### src/inc/lcdci_pkg.sv
// Purpose: shared constants, types and helpers of the lcd command interface
// Assumes: one clock, the display clock, drives all logic
// Notes: display ram positions are tracked per bit, address and subaddress
`default_nettype none
package lcdci_pkg;
   // ==========================================================
   // bus addressing and byte framing
   localparam logic [5:0] LCDCI_ADDR_HI = 6'h1f;
   localparam logic [3:0] LCDCI_BYTE_BITS = 4'h8;
   localparam logic [2:0] LCDCI_LAST_BIT = 3'h7;
   // ==========================================================
   // display ram
   localparam int LCDCI_SEGS = 24;
   localparam logic [4:0] LCDCI_PTR_LAST = 5'h17;
   localparam logic [4:0] LCDCI_PTR_RST = 5'h00;
   localparam logic [2:0] LCDCI_SUB_RST = 3'h0;
   localparam logic [1:0] LCDCI_LO_BASE = 2'h0;
   localparam logic [1:0] LCDCI_HI_BASE = 2'h2;
   localparam logic [3:0] LCDCI_RAM_RST = 4'h0;
   // ==========================================================
   // drive modes
   localparam logic [1:0] LCDCI_MODE_STATIC = 2'h1;
   localparam logic [1:0] LCDCI_MODE_MUX2 = 2'h2;
   localparam logic [1:0] LCDCI_MODE_MUX3 = 2'h3;
   localparam logic [1:0] LCDCI_MODE_MUX4 = 2'h0;
   // ==========================================================
   // command opcode fields
   localparam logic [1:0] LCDCI_OP_MODE = 2'h2;
   localparam logic [1:0] LCDCI_OP_PTR = 2'h0;
   localparam logic [3:0] LCDCI_OP_DEV = 4'hc;
   localparam logic [3:0] LCDCI_OP_BLINK = 4'he;
   localparam logic [4:0] LCDCI_OP_BANK = 5'h1e;
   // ==========================================================
   // divider ratios and depths
   localparam int LCDCI_BLINK_N1 = 92160;
   localparam int LCDCI_BLINK_N2 = 184320;
   localparam int LCDCI_BLINK_N3 = 368640;
   localparam int LCDCI_BLINK_P1 = 15360;
   localparam int LCDCI_BLINK_P2 = 30720;
   localparam int LCDCI_BLINK_P3 = 61440;
   localparam int LCDCI_PHASE_DIV = 1024;
   localparam int LCDCI_LP_WR_DIV = 16;
   localparam int LCDCI_FIFO_DEPTH = 32;
   localparam int LCDCI_CNT_W = 19;
   // ==========================================================
   // types
   typedef enum logic [2:0] {
      LCDCI_ST_IDLE = 3'h0,
      LCDCI_ST_RX = 3'h1,
      LCDCI_ST_ACK = 3'h3,
      LCDCI_ST_HOLD = 3'h2,
      LCDCI_ST_IGN = 3'h6
   } lcdci_state_t;
   typedef enum logic [1:0] {
      LCDCI_K_ADDR = 2'h0,
      LCDCI_K_CMD = 2'h1,
      LCDCI_K_DATA = 2'h3
   } lcdci_kind_t;
   typedef struct packed {
      logic [4:0] ptr;
      logic [1:0] bitpos;
      logic [2:0] sub;
   } lcdci_pos_t;
   typedef struct packed {
      logic [7:0] data;
      lcdci_pos_t pos;
   } lcdci_wr_t;
   typedef struct packed {
      logic low_power_flag;
      logic display_en;
      logic bias_half;
      logic drive_mode_hi;
      logic drive_mode_lo;
      logic in_bank;
      logic out_bank;
      logic blink_alt;
      logic blink_rate_hi;
      logic blink_rate_lo;
   } lcdci_status_t;
   localparam lcdci_status_t LCDCI_STATUS_RST = '0;
   // ==========================================================
   // ram bit helpers
   function automatic logic [1:0] lcdci_base(input logic [1:0] mode, input logic bank);
      lcdci_base = (bank && (mode == LCDCI_MODE_STATIC || mode == LCDCI_MODE_MUX2)) ? LCDCI_HI_BASE : LCDCI_LO_BASE;
   endfunction : lcdci_base
   function automatic lcdci_pos_t lcdci_step(input lcdci_pos_t p, input logic [1:0] mode, input logic bank);
      lcdci_pos_t q;
      logic [1:0] base;
      logic [1:0] top;
      q = p;
      base = lcdci_base(mode, bank);
      top = 2'(base + mode - 2'h1);
      if (q.bitpos == top) begin
         q.bitpos = base;
         if (q.ptr == LCDCI_PTR_LAST) begin
            q.ptr = LCDCI_PTR_RST;
            q.sub = 3'(q.sub + 3'h1);
         end else begin
            q.ptr = 5'(q.ptr + 5'h1);
         end
      end else begin
         q.bitpos = 2'(q.bitpos + 2'h1);
      end
      lcdci_step = q;
   endfunction : lcdci_step
endpackage : lcdci_pkg
`default_nettype wire

### src/core/lcdci_fifo.sv
// Purpose: synchronous fifo for display data bytes
// Assumes: single clock, synchronous active high reset
// Notes: full and empty derive from an occupancy count
`default_nettype none
module lcdci_fifo #(
   parameter int W = 18,
   parameter int D = 32
) (
   // clock and reset
   input wire logic sys_clk,
   input wire logic sys_rst,
   // fill side
   input wire logic in_valid,
   output logic in_ready,
   input wire logic [W-1:0] in_data,
   // drain side
   output logic out_valid,
   input wire logic out_ready,
   output logic [W-1:0] out_data
);
   localparam int AW = $clog2(D);
   logic [W-1:0] mem_r [D];
   logic [AW-1:0] wr_r;
   logic [AW-1:0] rd_r;
   logic [AW:0] cnt_r;
   logic push;
   logic pop;
   assign in_ready = (cnt_r != (AW+1)'(D));
   assign out_valid = (cnt_r != '0);
   assign out_data = mem_r[rd_r];
   assign push = in_valid && in_ready;
   assign pop = out_valid && out_ready;
   always_ff @(posedge sys_clk) begin
      if (push) begin
         mem_r[wr_r] <= in_data;
      end
   end
   always_ff @(posedge sys_clk) begin
      if (sys_rst) begin
         wr_r <= '0;
         rd_r <= '0;
         cnt_r <= '0;
      end else begin
         if (push) begin
            wr_r <= (wr_r == AW'(D - 1)) ? '0 : AW'(wr_r + 1'b1);
         end
         if (pop) begin
            rd_r <= (rd_r == AW'(D - 1)) ? '0 : AW'(rd_r + 1'b1);
         end
         if (push && !pop) begin
            cnt_r <= (AW+1)'(cnt_r + 1'b1);
         end else if (pop && !push) begin
            cnt_r <= (AW+1)'(cnt_r - 1'b1);
         end
      end
   end
endmodule : lcdci_fifo
`default_nettype wire

### src/core/lcdci_top.sv
// Purpose: two-wire slave, command decoder and display controller of the lcd driver
// Assumes: sys_clk is the display clock; pins are asynchronous
// Notes: data bytes pass a fifo; scl is held low while it is full
`default_nettype none
module lcdci_top
   import lcdci_pkg::*;
#(
   parameter int BLINK_N1 = LCDCI_BLINK_N1,
   parameter int BLINK_N2 = LCDCI_BLINK_N2,
   parameter int BLINK_N3 = LCDCI_BLINK_N3,
   parameter int BLINK_P1 = LCDCI_BLINK_P1,
   parameter int BLINK_P2 = LCDCI_BLINK_P2,
   parameter int BLINK_P3 = LCDCI_BLINK_P3
) (
   // clock and reset
   input wire logic sys_clk,
   input wire logic sys_rst,
   // two-wire bus
   input wire logic scl_in,
   output logic scl_out,
   output logic scl_oe_n,
   input wire logic sda_in,
   output logic sda_out,
   output logic sda_oe_n,
   // strap pins
   input wire logic address_select_pin,
   input wire logic subaddr_pin_hi,
   input wire logic subaddr_pin_mid,
   input wire logic subaddr_pin_lo,
   // display side
   output lcdci_status_t status,
   output logic [LCDCI_SEGS-1:0] seg_out,
   output logic [1:0] bp_phase
);
   // ==========================================================
   // input synchronisers
   logic [5:0] sync1_r;
   logic [5:0] sync2_r;
   logic scl_s;
   logic sda_s;
   logic sel_s;
   logic [2:0] pins_s;
   always_ff @(posedge sys_clk) begin
      if (sys_rst) begin
         sync1_r <= 6'h3;
         sync2_r <= 6'h3;
      end else begin
         sync1_r <= {subaddr_pin_hi, subaddr_pin_mid, subaddr_pin_lo, address_select_pin, sda_in, scl_in};
         sync2_r <= sync1_r;
      end
   end
   assign scl_s = sync2_r[0];
   assign sda_s = sync2_r[1];
   assign sel_s = sync2_r[2];
   assign pins_s = sync2_r[5:3];
   // ==========================================================
   // bus event detection
   logic scl_d_r;
   logic sda_d_r;
   logic scl_rise;
   logic scl_fall;
   logic bus_start;
   logic bus_stop;
   always_ff @(posedge sys_clk) begin
      if (sys_rst) begin
         scl_d_r <= 1'b1;
         sda_d_r <= 1'b1;
      end else begin
         scl_d_r <= scl_s;
         sda_d_r <= sda_s;
      end
   end
   assign scl_rise = scl_s && !scl_d_r;
   assign scl_fall = !scl_s && scl_d_r;
   assign bus_start = scl_s && scl_d_r && sda_d_r && !sda_s;
   assign bus_stop = scl_s && scl_d_r && !sda_d_r && sda_s;
   // ==========================================================
   // byte receiver and acknowledge
   lcdci_state_t state_r;
   lcdci_kind_t kind_r;
   logic [7:0] shreg_r;
   logic [3:0] bitcnt_r;
   lcdci_pos_t pos_r;
   lcdci_status_t st_r;
   logic sda_oe_n_r;
   logic scl_oe_n_r;
   logic push_r;
   lcdci_wr_t push_data_r;
   logic fifo_in_ready;
   logic byte_done;
   logic addr_hit;
   logic [1:0] mode;
   assign mode = {st_r.drive_mode_hi, st_r.drive_mode_lo};
   assign byte_done = (state_r == LCDCI_ST_RX) && scl_fall && (bitcnt_r == LCDCI_BYTE_BITS) && !bus_start && !bus_stop;
   assign addr_hit = (shreg_r[7:2] == LCDCI_ADDR_HI) && (shreg_r[1] == sel_s);
   always_ff @(posedge sys_clk) begin
      if (sys_rst) begin
         state_r <= LCDCI_ST_IDLE;
         kind_r <= LCDCI_K_ADDR;
         shreg_r <= 8'h00;
         bitcnt_r <= 4'h0;
         pos_r <= '{ptr: LCDCI_PTR_RST, bitpos: LCDCI_LO_BASE, sub: LCDCI_SUB_RST};
         sda_oe_n_r <= 1'b1;
         scl_oe_n_r <= 1'b1;
         push_r <= 1'b0;
         push_data_r <= '0;
      end else begin
         push_r <= 1'b0;
         if (bus_start) begin
            state_r <= LCDCI_ST_RX;
            kind_r <= LCDCI_K_ADDR;
            bitcnt_r <= 4'h0;
            sda_oe_n_r <= 1'b1;
            scl_oe_n_r <= 1'b1;
         end else if (bus_stop) begin
            state_r <= LCDCI_ST_IDLE;
            sda_oe_n_r <= 1'b1;
            scl_oe_n_r <= 1'b1;
         end else begin
            case (state_r)
               LCDCI_ST_RX: begin
                  if (scl_rise && bitcnt_r != LCDCI_BYTE_BITS) begin
                     shreg_r <= {shreg_r[6:0], sda_s};
                     bitcnt_r <= 4'(bitcnt_r + 4'h1);
                  end else if (byte_done) begin
                     case (kind_r)
                        LCDCI_K_ADDR: begin
                           if (addr_hit && !shreg_r[0]) begin
                              sda_oe_n_r <= 1'b0;
                              kind_r <= LCDCI_K_CMD;
                              state_r <= LCDCI_ST_ACK;
                           end else begin
                              state_r <= LCDCI_ST_IGN;
                           end
                        end
                        LCDCI_K_CMD: begin
                           sda_oe_n_r <= 1'b0;
                           state_r <= LCDCI_ST_ACK;
                           if (!shreg_r[7]) begin
                              kind_r <= LCDCI_K_DATA;
                           end
                           if (shreg_r[6:5] == LCDCI_OP_PTR) begin
                              pos_r.ptr <= shreg_r[4:0];
                              pos_r.bitpos <= lcdci_base(mode, st_r.in_bank);
                           end
                           if (shreg_r[6:3] == LCDCI_OP_DEV) begin
                              pos_r.sub <= shreg_r[2:0];
                           end
                        end
                        default: begin
                           push_data_r <= '{data: shreg_r, pos: pos_r};
                           pos_r <= adv8(pos_r);
                           state_r <= LCDCI_ST_ACK;
                           if (pos_r.sub == pins_s) begin
                              if (fifo_in_ready) begin
                                 push_r <= 1'b1;
                                 sda_oe_n_r <= 1'b0;
                              end else begin
                                 scl_oe_n_r <= 1'b0;
                                 state_r <= LCDCI_ST_HOLD;
                              end
                           end
                        end
                     endcase
                  end
               end
               LCDCI_ST_HOLD: begin
                  if (fifo_in_ready) begin
                     push_r <= 1'b1;
                     scl_oe_n_r <= 1'b1;
                     sda_oe_n_r <= 1'b0;
                     state_r <= LCDCI_ST_ACK;
                  end
               end
               LCDCI_ST_ACK: begin
                  if (scl_fall) begin
                     sda_oe_n_r <= 1'b1;
                     bitcnt_r <= 4'h0;
                     state_r <= LCDCI_ST_RX;
                  end
               end
               LCDCI_ST_IGN: begin
                  sda_oe_n_r <= 1'b1;
               end
               default: begin
                  sda_oe_n_r <= 1'b1;
                  scl_oe_n_r <= 1'b1;
               end
            endcase
         end
      end
   end
   function automatic lcdci_pos_t adv8(input lcdci_pos_t p);
      lcdci_pos_t q;
      q = p;
      for (int i = 0; i < 8; i++) begin
         q = lcdci_step(q, mode, st_r.in_bank);
      end
      adv8 = q;
   endfunction : adv8
   // ==========================================================
   // command decoder status
   always_ff @(posedge sys_clk) begin
      if (sys_rst) begin
         st_r <= LCDCI_STATUS_RST;
      end else if (byte_done && kind_r == LCDCI_K_CMD) begin
         if (shreg_r[6:5] == LCDCI_OP_MODE) begin
            st_r.low_power_flag <= shreg_r[4];
            st_r.display_en <= shreg_r[3];
            st_r.bias_half <= shreg_r[2];
            st_r.drive_mode_hi <= shreg_r[1];
            st_r.drive_mode_lo <= shreg_r[0];
         end
         if (shreg_r[6:2] == LCDCI_OP_BANK) begin
            st_r.in_bank <= shreg_r[1];
            st_r.out_bank <= shreg_r[0];
         end
         if (shreg_r[6:3] == LCDCI_OP_BLINK) begin
            st_r.blink_alt <= shreg_r[2];
            st_r.blink_rate_hi <= shreg_r[1];
            st_r.blink_rate_lo <= shreg_r[0];
         end
      end
   end
   // ==========================================================
   // data fifo
   logic wr_valid;
   logic wr_ready;
   lcdci_wr_t wr_data;
   lcdci_fifo #(
      .W($bits(lcdci_wr_t)),
      .D(LCDCI_FIFO_DEPTH)
   ) u_fifo (
      .sys_clk(sys_clk),
      .sys_rst(sys_rst),
      .in_valid(push_r),
      .in_ready(fifo_in_ready),
      .in_data(push_data_r),
      .out_valid(wr_valid),
      .out_ready(wr_ready),
      .out_data(wr_data)
   );
   // ==========================================================
   // display ram writer
   logic [3:0] ram_r [LCDCI_SEGS];
   logic busy_r;
   logic [7:0] wsh_r;
   logic [2:0] wbits_r;
   lcdci_pos_t wpos_r;
   logic [$clog2(LCDCI_LP_WR_DIV)-1:0] lp_cnt_r;
   logic wr_tick;
   assign wr_ready = !busy_r;
   assign wr_tick = !st_r.low_power_flag || (lp_cnt_r == '0);
   always_ff @(posedge sys_clk) begin
      if (sys_rst) begin
         lp_cnt_r <= '0;
      end else begin
         lp_cnt_r <= $bits(lp_cnt_r)'(lp_cnt_r + 1'b1);
      end
   end
   always_ff @(posedge sys_clk) begin
      if (sys_rst) begin
         busy_r <= 1'b0;
         wsh_r <= 8'h00;
         wbits_r <= 3'h0;
         wpos_r <= '0;
         for (int i = 0; i < LCDCI_SEGS; i++) begin
            ram_r[i] <= LCDCI_RAM_RST;
         end
      end else if (!busy_r) begin
         if (wr_valid) begin
            busy_r <= 1'b1;
            wsh_r <= wr_data.data;
            wpos_r <= wr_data.pos;
            wbits_r <= 3'h0;
         end
      end else if (wr_tick) begin
         if (wpos_r.sub == pins_s && wpos_r.ptr <= LCDCI_PTR_LAST) begin
            ram_r[wpos_r.ptr][wpos_r.bitpos] <= wsh_r[7];
         end
         wsh_r <= {wsh_r[6:0], 1'b0};
         wpos_r <= lcdci_step(wpos_r, mode, st_r.in_bank);
         wbits_r <= 3'(wbits_r + 3'h1);
         if (wbits_r == LCDCI_LAST_BIT) begin
            busy_r <= 1'b0;
         end
      end
   end
   // ==========================================================
   // blinker
   logic [LCDCI_CNT_W-1:0] blink_cnt_r;
   logic [LCDCI_CNT_W-1:0] blink_half;
   logic blink_ph_r;
   logic [1:0] rate;
   assign rate = {st_r.blink_rate_hi, st_r.blink_rate_lo};
   always_comb begin
      case ({st_r.low_power_flag, rate})
         3'h1: blink_half = LCDCI_CNT_W'(BLINK_N1 / 2 - 1);
         3'h2: blink_half = LCDCI_CNT_W'(BLINK_N2 / 2 - 1);
         3'h3: blink_half = LCDCI_CNT_W'(BLINK_N3 / 2 - 1);
         3'h5: blink_half = LCDCI_CNT_W'(BLINK_P1 / 2 - 1);
         3'h6: blink_half = LCDCI_CNT_W'(BLINK_P2 / 2 - 1);
         3'h7: blink_half = LCDCI_CNT_W'(BLINK_P3 / 2 - 1);
         default: blink_half = '0;
      endcase
   end
   always_ff @(posedge sys_clk) begin
      if (sys_rst || rate == 2'h0) begin
         blink_cnt_r <= '0;
         blink_ph_r <= 1'b0;
      end else if (blink_cnt_r >= blink_half) begin
         blink_cnt_r <= '0;
         blink_ph_r <= !blink_ph_r;
      end else begin
         blink_cnt_r <= LCDCI_CNT_W'(blink_cnt_r + 1'b1);
      end
   end
   // ==========================================================
   // output bank scan
   logic [$clog2(LCDCI_PHASE_DIV)-1:0] ph_cnt_r;
   logic [1:0] phase_r;
   logic [1:0] ph_top;
   logic obank;
   logic [1:0] oidx;
   logic blank;
   assign ph_top = 2'(mode - 2'h1);
   assign obank = st_r.out_bank ^ (st_r.blink_alt && blink_ph_r);
   assign oidx = 2'(lcdci_base(mode, obank) + phase_r);
   assign blank = !st_r.display_en || (!st_r.blink_alt && blink_ph_r);
   always_ff @(posedge sys_clk) begin
      if (sys_rst) begin
         ph_cnt_r <= '0;
         phase_r <= 2'h0;
      end else begin
         ph_cnt_r <= $bits(ph_cnt_r)'(ph_cnt_r + 1'b1);
         if (ph_cnt_r == '1) begin
            phase_r <= (phase_r >= ph_top) ? 2'h0 : 2'(phase_r + 2'h1);
         end
      end
   end
   logic [LCDCI_SEGS-1:0] seg_r;
   for (genvar g = 0; g < LCDCI_SEGS; g++) begin : g_seg
      always_ff @(posedge sys_clk) begin
         if (sys_rst) begin
            seg_r[g] <= 1'b0;
         end else begin
            seg_r[g] <= ram_r[g][oidx] && !blank;
         end
      end
   end
   // ==========================================================
   // outputs
   logic zero_r;
   always_ff @(posedge sys_clk) begin
      zero_r <= 1'b0;
   end
   assign scl_out = zero_r;
   assign sda_out = zero_r;
   assign scl_oe_n = scl_oe_n_r;
   assign sda_oe_n = sda_oe_n_r;
   assign status = st_r;
   assign seg_out = seg_r;
   assign bp_phase = phase_r;
endmodule : lcdci_top
`default_nettype wire

### config.mk
export PLATFORM = sky130hd
export DESIGN_NAME = lcdci_top
export DESIGN_NICKNAME = d
export VERILOG_FILES = /design/src/inc/lcdci_pkg.sv /design/src/core/lcdci_fifo.sv /design/src/core/lcdci_top.sv
export SDC_FILE = /design/constraint.sdc
export NUM_CORES = 1
export LEC_CHECK = 0
export BUFFER_PORTS_ARGS = -buffer_cell sky130_fd_sc_hd__buf_2
export CELL_PAD_IN_SITES_DETAIL_PLACEMENT = 1
export CELL_PAD_IN_SITES_GLOBAL_PLACEMENT = 1
export CORE_MARGIN = 1
export CORE_UTILIZATION = 40
export CTS_CLUSTER_SIZE = 25
export DETAILED_ROUTE_END_ITERATION = 7
export GPL_TIMING_DRIVEN = 0
export PLACE_DENSITY_LB_ADDON = 0.12
export SLEW_MARGIN = 20
export SYNTH_ARGS = -nofsm -noshare
export SYNTH_HDL_FRONTEND = slang
export SYNTH_SLANG_ARGS = --single-unit
### constraint.sdc
create_clock -name sys_clk -period 10.5 [get_ports sys_clk]
set_input_delay 2.1 -clock sys_clk [delete_from_list [all_inputs] [get_ports sys_clk]]
set_output_delay 2.1 -clock sys_clk [all_outputs]
set_load 0.02 [all_outputs]
# [Yosys cells after proc, flatten, opt, wreduce, memory -nomap -nowiden]
# Memory sizes are Yosys's and may differ from the RTL's. A register that Yosys moved wholly into a read port is not among the register bits.
# Cells that the tools add are included.
[totals] wordCells=609 ram_bits=672 n_memories=2 inputBits=8 out_inout_bits=40 regBits=170
[classes] magnitude_cmp=6 reduce_logical=101 n_mux=318 eq_ne=67 n_addsub=41 bitwise=7
[mem_list] memory="u_fifo.mem_r" depth=32 width=18 rd=1 rd_ports_with_merged_regs=1 wr=1 line="lcdci_fifo.sv:22" source="logic [W-1:0] mem_r [D];"
[mem_list] memory="ram_r" depth=24 width=4 rd=24 rd_ports_with_merged_regs=0 wr=24 line="lcdci_top.sv:245" source="logic [3:0] ram_r [LCDCI_SEGS];"
[ops] op="5-bit 2-to-1 mux" count=72
[ops] op="3-bit 2-to-1 mux" count=76
[ops] op="2-bit 2-to-1 mux" count=63
[ops] op="18-bit one-hot mux with 6 select lines" count=1
[ops] op="5-bit equality test, second input constant" count=12
[ops] op="1-bit 2-to-1 mux" count=58
[ops] op="5-bit by 1-bit adder with 5-bit output, second input constant" count=11
[ops] op="1-bit logical AND" count=49
[ops] op="1-bit binary-select mux with 2-bit select" count=24
[ops] op="3-bit by 1-bit adder with 3-bit output, second input constant" count=10
[ops] op="10-bit 2-to-1 mux" count=3
[ops] op="7-bit AND reduction" count=4
[ops] op="8-bit 2-to-1 mux" count=3
[ops] op="2-bit by 1-bit adder with 2-bit output, second input constant" count=10
[ops] op="4-bit 2-to-1 mux" count=5
[ops] op="10-bit one-hot mux with 2 select lines" count=1
[ops] op="19-bit by 1-bit adder with 19-bit output, second input constant" count=1
[ops] op="19-bit >= comparator" count=1
[ops] op="2-bit equality test" count=9
[ops] op="2-bit inequality test, second input constant" count=9
[ops] op="4-bit inequality test, second input constant" count=4
[ops] op="3-bit equality test, second input constant" count=5
[ops] op="1-bit zero test" count=15
[ops] op="5-bit AND reduction" count=3
[ops] op="49 further kinds" count=91

# [Longest topological paths before layout]
# Gate-level depths: netlist (run 1).
[logic_depth] depth_word=79 mapped_depth=44 ltp_nobuf=43

# [Modules after synthesis]
# From an unflattened synthesis (run 1), not the netlist that was laid out.
[hier_totals] hier_cells=2678 hier_area_um2=37154.4
[by_module_without_submodules] mod="lcdci_fifo" cells_per_inst=1194 area_per_inst_um2=23167.2 instances=1 seq_area_each_um2=17717.0
[by_module_without_submodules] mod="lcdci_top" cells_per_inst=1484 area_per_inst_um2=13987.2 instances=1 seq_area_each_um2=5965.7

# [Worst setup path before layout (run 1)]
# Ideal clock, no wire load.
[synth_timing] kind="reg2reg" start="reg st_r, in the netlist status[5]" end="reg pos_r[2] in the netlist's numbering" setup_time_ns=0.073 path_buffers=1 setup_slack_ns=2.510 synth_period_minus_slack_ns=7.990 t_arrival_ns=7.917 path_stages_with_launch=42 t_required_ns=10.427 path_cell_list="dfxtp_1 -> buf_4 -> and3b_4 -> o21a_1 -> o21ai_0 -> nand2_1 -> ha_1 -> nand4_2 -> a221oi_2 -> nor3_1 -> ha_1 -> nor3b_1 -> nand4_1 -> o32ai_2 -> inv_1 -> ha_1 -> nand2_1 -> or3_1 -> (+6 left out) -> a32oi_1 -> o32ai_2 -> inv_1 -> ha_1 -> o2111a_1 -> o221ai_1 -> o21ai_1 -> nand2_1 -> and2_1 -> ha_1 -> nand3_1 -> a31o_1 -> a21oi_1 -> and2_1 -> mux2_2 -> ha_1 -> a2111o_1 -> o211ai_2"
[synth_via] elab_chain_cells=79 word_cells_on_any_way=224 cone_classes="21 x add/sub; 17 x eq/ne; 184 x mux; 2 x reduce/logical"
[synth_lines] item="start: declaration" line="lcdci_top.sv:84" source="lcdci_status_t st_r;"
[synth_lines] item="2-bit by 1-bit equality test with 1-bit output or 2-bit equality test (tied branches)" line="lcdci_pkg.sv:84" source="lcdci_base = (bank && (mode == LCDCI_MODE_STATIC || mode == LCDCI_MODE_MUX2)) ? LCDCI_HI_BASE : LCDCI_LO_BASE;"
[synth_lines] item="1-bit logical OR" line="lcdci_pkg.sv:84"
[synth_lines] item="1-bit logical AND" line="lcdci_pkg.sv:84"
[synth_lines] item="2-bit 2-to-1 mux" line="lcdci_pkg.sv:84"
[synth_lines] item="2-bit adder" line="lcdci_pkg.sv:92" source="top = 2'(base + mode - 2'h1);"
[synth_lines] item="2-bit by 1-bit subtractor with 2-bit output" line="lcdci_pkg.sv:92"
[synth_lines] item="2-bit equality test" line="lcdci_pkg.sv:93" source="if (q.bitpos == top) begin"
[synth_lines] item="5-bit 2-to-1 mux or 3-bit 2-to-1 mux (tied branches)" line="lcdci_pkg.sv:93"
[synth_lines] item="(+63 left out)"
[synth_lines] item="5-bit 2-to-1 mux or 3-bit 2-to-1 mux (tied branches)" line="lcdci_top.sv:120" source="case (state_r)"
[synth_lines] item="5-bit 2-to-1 mux or 3-bit 2-to-1 mux (tied branches)" line="lcdci_top.sv:115" source="end else if (bus_stop) begin"
[synth_lines] item="5-bit 2-to-1 mux or 3-bit 2-to-1 mux (tied branches)" line="lcdci_top.sv:109" source="if (bus_start) begin"
[synth_lines] item="5-bit 2-to-1 mux or 3-bit 2-to-1 mux (tied branches)" line="lcdci_top.sv:97" source="if (sys_rst) begin"
[synth_lines] item="5-bit equality test or 3-bit by 1-bit adder with 3-bit output (tied branches)" line="lcdci_pkg.sv:95, lcdci_pkg.sv:97"
[synth_lines] item="3-bit 2-to-1 mux" line="lcdci_pkg.sv:95" source="if (q.ptr == LCDCI_PTR_LAST) begin"
[synth_lines] item="3-bit 2-to-1 mux *" line="lcdci_pkg.sv:93"
[synth_lines] item="10-bit one-hot mux with 2 select lines *" line="lcdci_top.sv:126" source="case (kind_r)"
[synth_lines] item="end signal: assignment" line="lcdci_top.sv:102" source="pos_r <= '{ptr: LCDCI_PTR_RST, bitpos: LCDCI_LO_BASE, sub: LCDCI_SUB_RST};"
[synth_lines] item="end signal: assignment" line="lcdci_top.sv:152" source="pos_r <= adv8(pos_r);"
[synth_lines] item="end: declaration" line="lcdci_top.sv:83" source="lcdci_pos_t pos_r;"
# Mark *: on every way between the ends. The rest lies on a longest branch, timed or not. The select of a mux whose other input is x is not followed.
# A chain may end at the register's enable or synchronous reset.

# [Final worst setup path (run 1)]
[layout_timing] start="reg st_r, in the netlist status[6]" end="reg pos_r[1] in the netlist's numbering"
# Same word-level chain as after synthesis.

==> run metrics, run 1 <==
post-CTS setup buffers=0; worst hold slack=406 ps; DR pass1 iterations=5; worst setup path endpoint=pos_r[1]; Ports=48; number of synthesized flops with an enable pin=672; first-pass GRT wire length=151,000 microns; Slew headroom=0.263; Pleak=13.8 nW; Overflow after GRT=0; Clk pwr share=0.371; final net count=2,722; H-tree levels=3; RD Place Congestion=0.811; R2R Setup Slk=810 ps; CTS Buf Count=91; Worst EP arrival=10,180 ps; status=completed; Int Pwr=6.17 mW; Post-CTS Resized=0; Hold Path Class=reg -> reg; Die X=305 microns; Max Clk Rate=103 MHz; Antenna Nets Post-Route=0; Logic pwr share=0.194; number of distinct library cells after synthesis=96; wire per inst=25.7 microns; DR vias=22,000; final WL=100,000 microns; Die Area=92,800 sq um; critical path startpoint=status[6]; Buffers & Inverters on Critical Path=3; Core Rows=110; starting density of the core=0.406; commonest cells in the synthesized netlist=edfxtp_1 (672), nor2_1 (297), mux4_2 (204); top cell type's share of synthesized area=0.551; Worst Tran Pin Value=1110 ps; drc violations=0; Post-Syn Area=36,600 sq um; initial antenna violation count=1; register share of total power=0.436; Reg-to-Reg Start=status[6]; ys flop type=edfxtp_1; cells after synthesis=2,482; max-cap viol count=0; DP Wirelength=69,400 microns; design area=42,200 sq um; area added between synthesis and finish=15.3%; Switching Fraction=0.275; most common cell in the netlist=edfxtp_1; input/output buffers=45; initial DRC count=1,514; CP most frequent cell=ha_1; fin worst setup slack=812 ps; total power divided by cell area=201 nW/um^2; GRT Util Overall=0.219; critical path fanouts, max=10; multi-input logic area=12,500 sq um; Power Total=8.50 mW; clk_lat worst skew=690 ps; Tmin final=9690 ps; Vias per Instance=5.66; layout cells sized above 1=0.188; fin cells=3,896; Worst R2R End=pos_r[1]; placed inst area=39,300 sq um; kind of critical path=reg -> reg; VDD IR-drop max=0.199 mV; CTS sink cnt=847; FF+latch area=23,700 sq um; Max Buffers Root-to-Sink=3; sequential-to-total area share from yosys stat=0.647; setup TNS=0 ps; #FFs+latches synth=847; Final setup violation count=0; ys async rst share=0; critical path's slowest cell=a311oi_1; # fillers=8,919; Net Sw Power=2.33 mW; Final Hold Viols=0; pre-CTS WS=749 ps; hold bufs inserted after CTS=0; warning count from the yosys run=0; largest net degree at the start of global routing=34; Die Ht=305 microns; Worst path depth=42; Area contributors post-synth=edfxtp_1 (55%), mux4_2 (13%), dfxtp_1 (9.6%); WP data required=10,990 ps; vias in the first global route=23,600; clock tree from TritonCTS=built; Post-Route Utilization=0.468; placed insts=3,730; Slew Limit Fails=0; Fin Clk Skew=61.1 ps; CP max stage delay=540 ps; fin crit share=0.923; Root Buffer=clkbuf_16; Reg2Reg Depth=42; CP endpoint kind=flop; startpoint types=flop; placeable core region=90,300 sq um; cell type with the largest total area after synthesis=edfxtp_1; Largest delay share family, worst path=compound AO/OA/AOI/OAI gates; Syn Area/Cell=14.8 sq um; Worst-path clk slew=60 ps; RSZ-0062 raised after global routing=false
how the worst min path moves through the flow:
stage | start | endpoint | cells after the start
6_report | sync1_r[0] | sync2_r[0] | 1
5_1_grt | sync1_r[1] | sync2_r[1] | 1
4_1_cts | sync1_r[0] | sync2_r[0] | 1
3_5_place_dp | sync1_r[1] | sync2_r[1] | 1
3_3_place_gp | sync1_r[1] | sync2_r[1] | 1
2_1_floorplan | sync1_r[0] | sync2_r[0] | 1
final cells by class:
class                      instances  share of cell area
sequential                       847               0.561
multi-input combinational       1457               0.296
clock buffer                     116              0.0576
tap                             1176              0.0348
timing repair buffer              72              0.0225
buffer                           137              0.0132
clock inverter                    48              0.0113
inverter                          42             0.00373
antenna                            1           0.0000593
registers in the layout (all words and copies together) (netlist names), 6 cells and up, named ones only:
name and cells:
u_fifo.mem_r 576, wsh_r 8, sync2_r 6, blink_cnt_r 19
pos_r 10, shreg_r 8, sync1_r 6, seg_out 24
ram_r 96, ph_cnt_r 10, wpos_r 10, status 10
push_data_r 18, u_fifo.cnt_r 6
cell usage in the layout (no fill, tap or decap), types with 10 or more instances in the layout:
cell	count
nor3_1	19
edfxtp_1	672
nand2b_1	11
dfxtp_2	17
buf_2	52
a21o_1	10
clkinv_2	11
nor2_4	32
nand4_1	14
mux4_2	204
xnor2_1	31
buf_1	30
clkbuf_1	112
mux2i_1	46
a21oi_1	101
a211oi_1	12
nand3_1	51
ha_1	65
xor2_1	37
and2_1	13
clkbuf_16	92
mux2_2	11
and3_1	21
clkinv_1	23
buf_16	25
a31oi_1	12
dfxtp_1	158
nand2_1	153
nor2b_1	52
nor2_1	265
o21ai_0	132
inv_1	40
power groups by stage:
stage / registers, mW / logic (mW) / clock network [mW]
after global routing: 3.71 / 1.78 / 3.33
after global placement: 3.77 / 1.64 / 0
final: 3.70 / 1.65 / 3.15
after floorplan: 3.75 / 1.17 / 0
after detailed placement: 3.77 / 1.67 / 0
after CTS: 3.70 / 1.68 / 3.21
per-layer routing:
| layer | vias to the layer above | share of wire | global-route usage |
|---|---|---|---|
| met5 | - | 0.00013 | 0 |
| met4 | 2 | 0.032 | 0.0739 |
| met3 | 176 | 0.039 | 0.0321 |
| met2 | 487 | 0.52 | 0.388 |
| met1 | 11500 | 0.41 | 0.273 |
| li1 | 9861 | - | - |
logic make-up (layout without fill, tap and decap cells):
logic type	after synthesis	after routing	share of synthesized area
adders and majority gates	66	66	0.0228
xor gates and xnor gates	71	71	0.0179
and+or+nand+nor	689	689	0.0875
muxes	263	263	0.142
buffers and inverters	179	415	0.0193
DFF	847	847	0.647
other	1	3	0.000102
AOI/OAI and AO/OA	366	366	0.0634
Note: power is estimated with default switching activity, not from simulation.
==> run 2, diff against run 1 <==
--- a/config.mk
+++ b/config.mk
@@ -5,7 +5,7 @@
 export SDC_FILE = /design/constraint.sdc
 export NUM_CORES = 1
 export LEC_CHECK = 0
-export BUFFER_PORTS_ARGS = -buffer_cell sky130_fd_sc_hd__buf_2
+export BUFFER_PORTS_ARGS = -buffer_cell sky130_fd_sc_hd__buf_4
 export CELL_PAD_IN_SITES_DETAIL_PLACEMENT = 1
 export CELL_PAD_IN_SITES_GLOBAL_PLACEMENT = 1
 export CORE_MARGIN = 1
==> run metrics, run 2 (same netlist as run 1, synthesis figures left out) <==
Int Pwr=6.24 mW (+1.2%); startpoint types=flop; DR vias=22,100 (+0.24%); largest net degree at the start of global routing=34 (unchanged); input/output buffers=45 (unchanged); Largest delay share family, worst path=simple AND/OR/NAND/NOR gates; Max Clk Rate=104 MHz (+0.42%); ANT cells=0 (-1); total power divided by cell area=202 nW/um^2 (+0.35%); clk_lat worst skew=680 ps (about the same); Die X=305 microns (unchanged); initial antenna violation count=1 (unchanged); Fin Clk Skew=24.6 ps (-36.4 ps); layout cells sized above 1=0.191 (+0.00289); RD Place Congestion=0.822 (+1.4%); most common cell after layout, fill and taps aside=edfxtp_1; critical path's slowest cell=or4b_1; clock tree from TritonCTS=built; DR pass1 iterations=5 (unchanged); Clk pwr share=0.377 (+0.006); Die Area=92,800 sq um (unchanged); CTS sink cnt=847 (unchanged); CP endpoint kind=flop; Net Sw Power=2.34 mW (about the same); wire per inst=25.7 microns (about the same); setup TNS=0 ps (unchanged); Worst-path clk slew=60 ps (about the same); Final Hold Viols=0 (unchanged); Antenna Nets Post-Route=0 (unchanged); post-CTS setup buffers=0 (unchanged); Slew headroom=0.234 (-0.0295); critical path fanouts, max=10 (unchanged); Overflow after GRT=0 (unchanged); Post-CTS Resized=0 (unchanged); Die Ht=305 microns (unchanged); fin crit share=0.919 (-0.00386); register share of total power=0.432 (-0.004); RSZ-0062 raised after global routing=false; max reg flops=576 (unchanged); most frequent cells in the layout=edfxtp_1 (672), nor2_1 (265), mux4_2 (204); Worst Tran Pin Value=1140 ps (+34.5 ps); final net count=2,723 (+0.037%); CP most frequent cell=ha_1; GRT Util Overall=0.218 (-0.000367); final WL=100,000 microns (+0.22%); worst hold slack=415 ps (+8.43 ps); Power Total=8.58 mW (+0.91%); Reg2Reg Depth=42 (unchanged); Max Buffers Root-to-Sink=3 (unchanged); Worst EP arrival=10,230 ps (+50 ps); DP Wirelength=69,100 microns (-0.45%); WP data required=11,080 ps (+90 ps); first-pass GRT wire length=151,000 microns (-0.13%); Hold Path Class=reg -> reg; VDD IR-drop max=0.165 mV (-17%); kind of critical path=reg -> reg; Pleak=13.8 nW (+0.52%); Ports=48 (unchanged); vias in the first global route=23,700 (+0.13%); Final setup violation count=0 (unchanged); initial DRC count=1,526 (+0.79%); Slew Limit Fails=0 (unchanged); Root Buffer=clkbuf_16; Largest Register=u_fifo.mem_r; Buffers & Inverters on Critical Path=3 (unchanged); placeable core region=90,300 sq um (unchanged); status=completed; Switching Fraction=0.272 (-0.00234); fin worst setup slack=852 ps (+40.5 ps); drc violations=0 (unchanged); hold bufs inserted after CTS=0 (unchanged); pre-CTS WS=756 ps (+6.33 ps); CP max stage delay=590 ps (+50 ps); Vias per Instance=5.66 (+0.11%); H-tree levels=3 (unchanged); Worst Hold Depth=1 (unchanged); starting density of the core=0.406 (unchanged); Core Rows=110 (unchanged); max-cap viol count=0 (unchanged); area added between synthesis and finish=16.0%; # fillers=8,908 (-0.12%); Tmin final=9650 ps (-40.5 ps); Worst path depth=42 (unchanged); Logic pwr share=0.191 (-0.003); CTS Buf Count=91 (unchanged)
==> run 2: cell types whose count changed in the layout (fill, tap and decap cells not counted), moves of 2 or more <==
cell / change
clkinvlp_4: +2
clkbuf_16: +2
clkinv_1: -7
buf_4: +45
bufinv_16: +2
buf_2: -45
inv_6: -2
clkinv_2: +9
==> run 2: per-stage QoR <==
step           instances  utilization  instance area (sq um)
2_1_floorplan       2483            -                  36600
3_3_place_gp        3704        0.426                  38400
3_5_place_dp        3732        0.437                  39400
4_1_cts             3901        0.470                  42400
5_1_grt             3901        0.470                  42500
6_report            3901        0.470                  42500
==> run 2: worst paths after layout <==
| path | from | end | slack, ps |
|---|---|---|---|
| setup / recovery | status[5] | pos_r[2] | 850 |
| hold / removal | sync1_r[1] | sync2_r[1] | 410 |
| setup reg to reg | status[5] | pos_r[2] | 850 |
| hold reg to reg | sync1_r[1] | sync2_r[1] | 410 |
==> run 2: final cells by class <==
| class | count | area [sq um] | area share |
|---|---|---|---|
| Multi-Input combinational cell | 1457 | 12500 | 0.294 |
| Buffer | 137 | 554 | 0.0131 |
| Sequential cell | 847 | 23700 | 0.558 |
| Timing Repair Buffer | 73 | 1090 | 0.0256 |
| Tap cell | 1176 | 1470 | 0.0347 |
| Clock inverter | 52 | 549 | 0.0129 |
| Clock buffer | 117 | 2470 | 0.0581 |
| Inverter | 42 | 158 | 0.00371 |
==> run 2: per-layer routing <==
metal,global-route usage,up-vias,part of all wire
met5,0,-,0
met1,0.272,11600,0.41
met2,0.395,497,0.52
met3,0.0283,154,0.040
met4,0.0640,0,0.024
li1,-,9860,-
==> run 2: power groups by stage <==
| stage | clock [mW] | combinational (mW) | sequential [mW] |
|---|---|---|---|
| after global routing | 3.41 | 1.78 | 3.71 |
| after detailed placement | 0 | 1.66 | 3.77 |
| after global placement | 0 | 1.63 | 3.77 |
| final | 3.24 | 1.64 | 3.70 |
| after floorplan | 0 | 1.17 | 3.75 |
| after CTS | 3.31 | 1.67 | 3.70 |
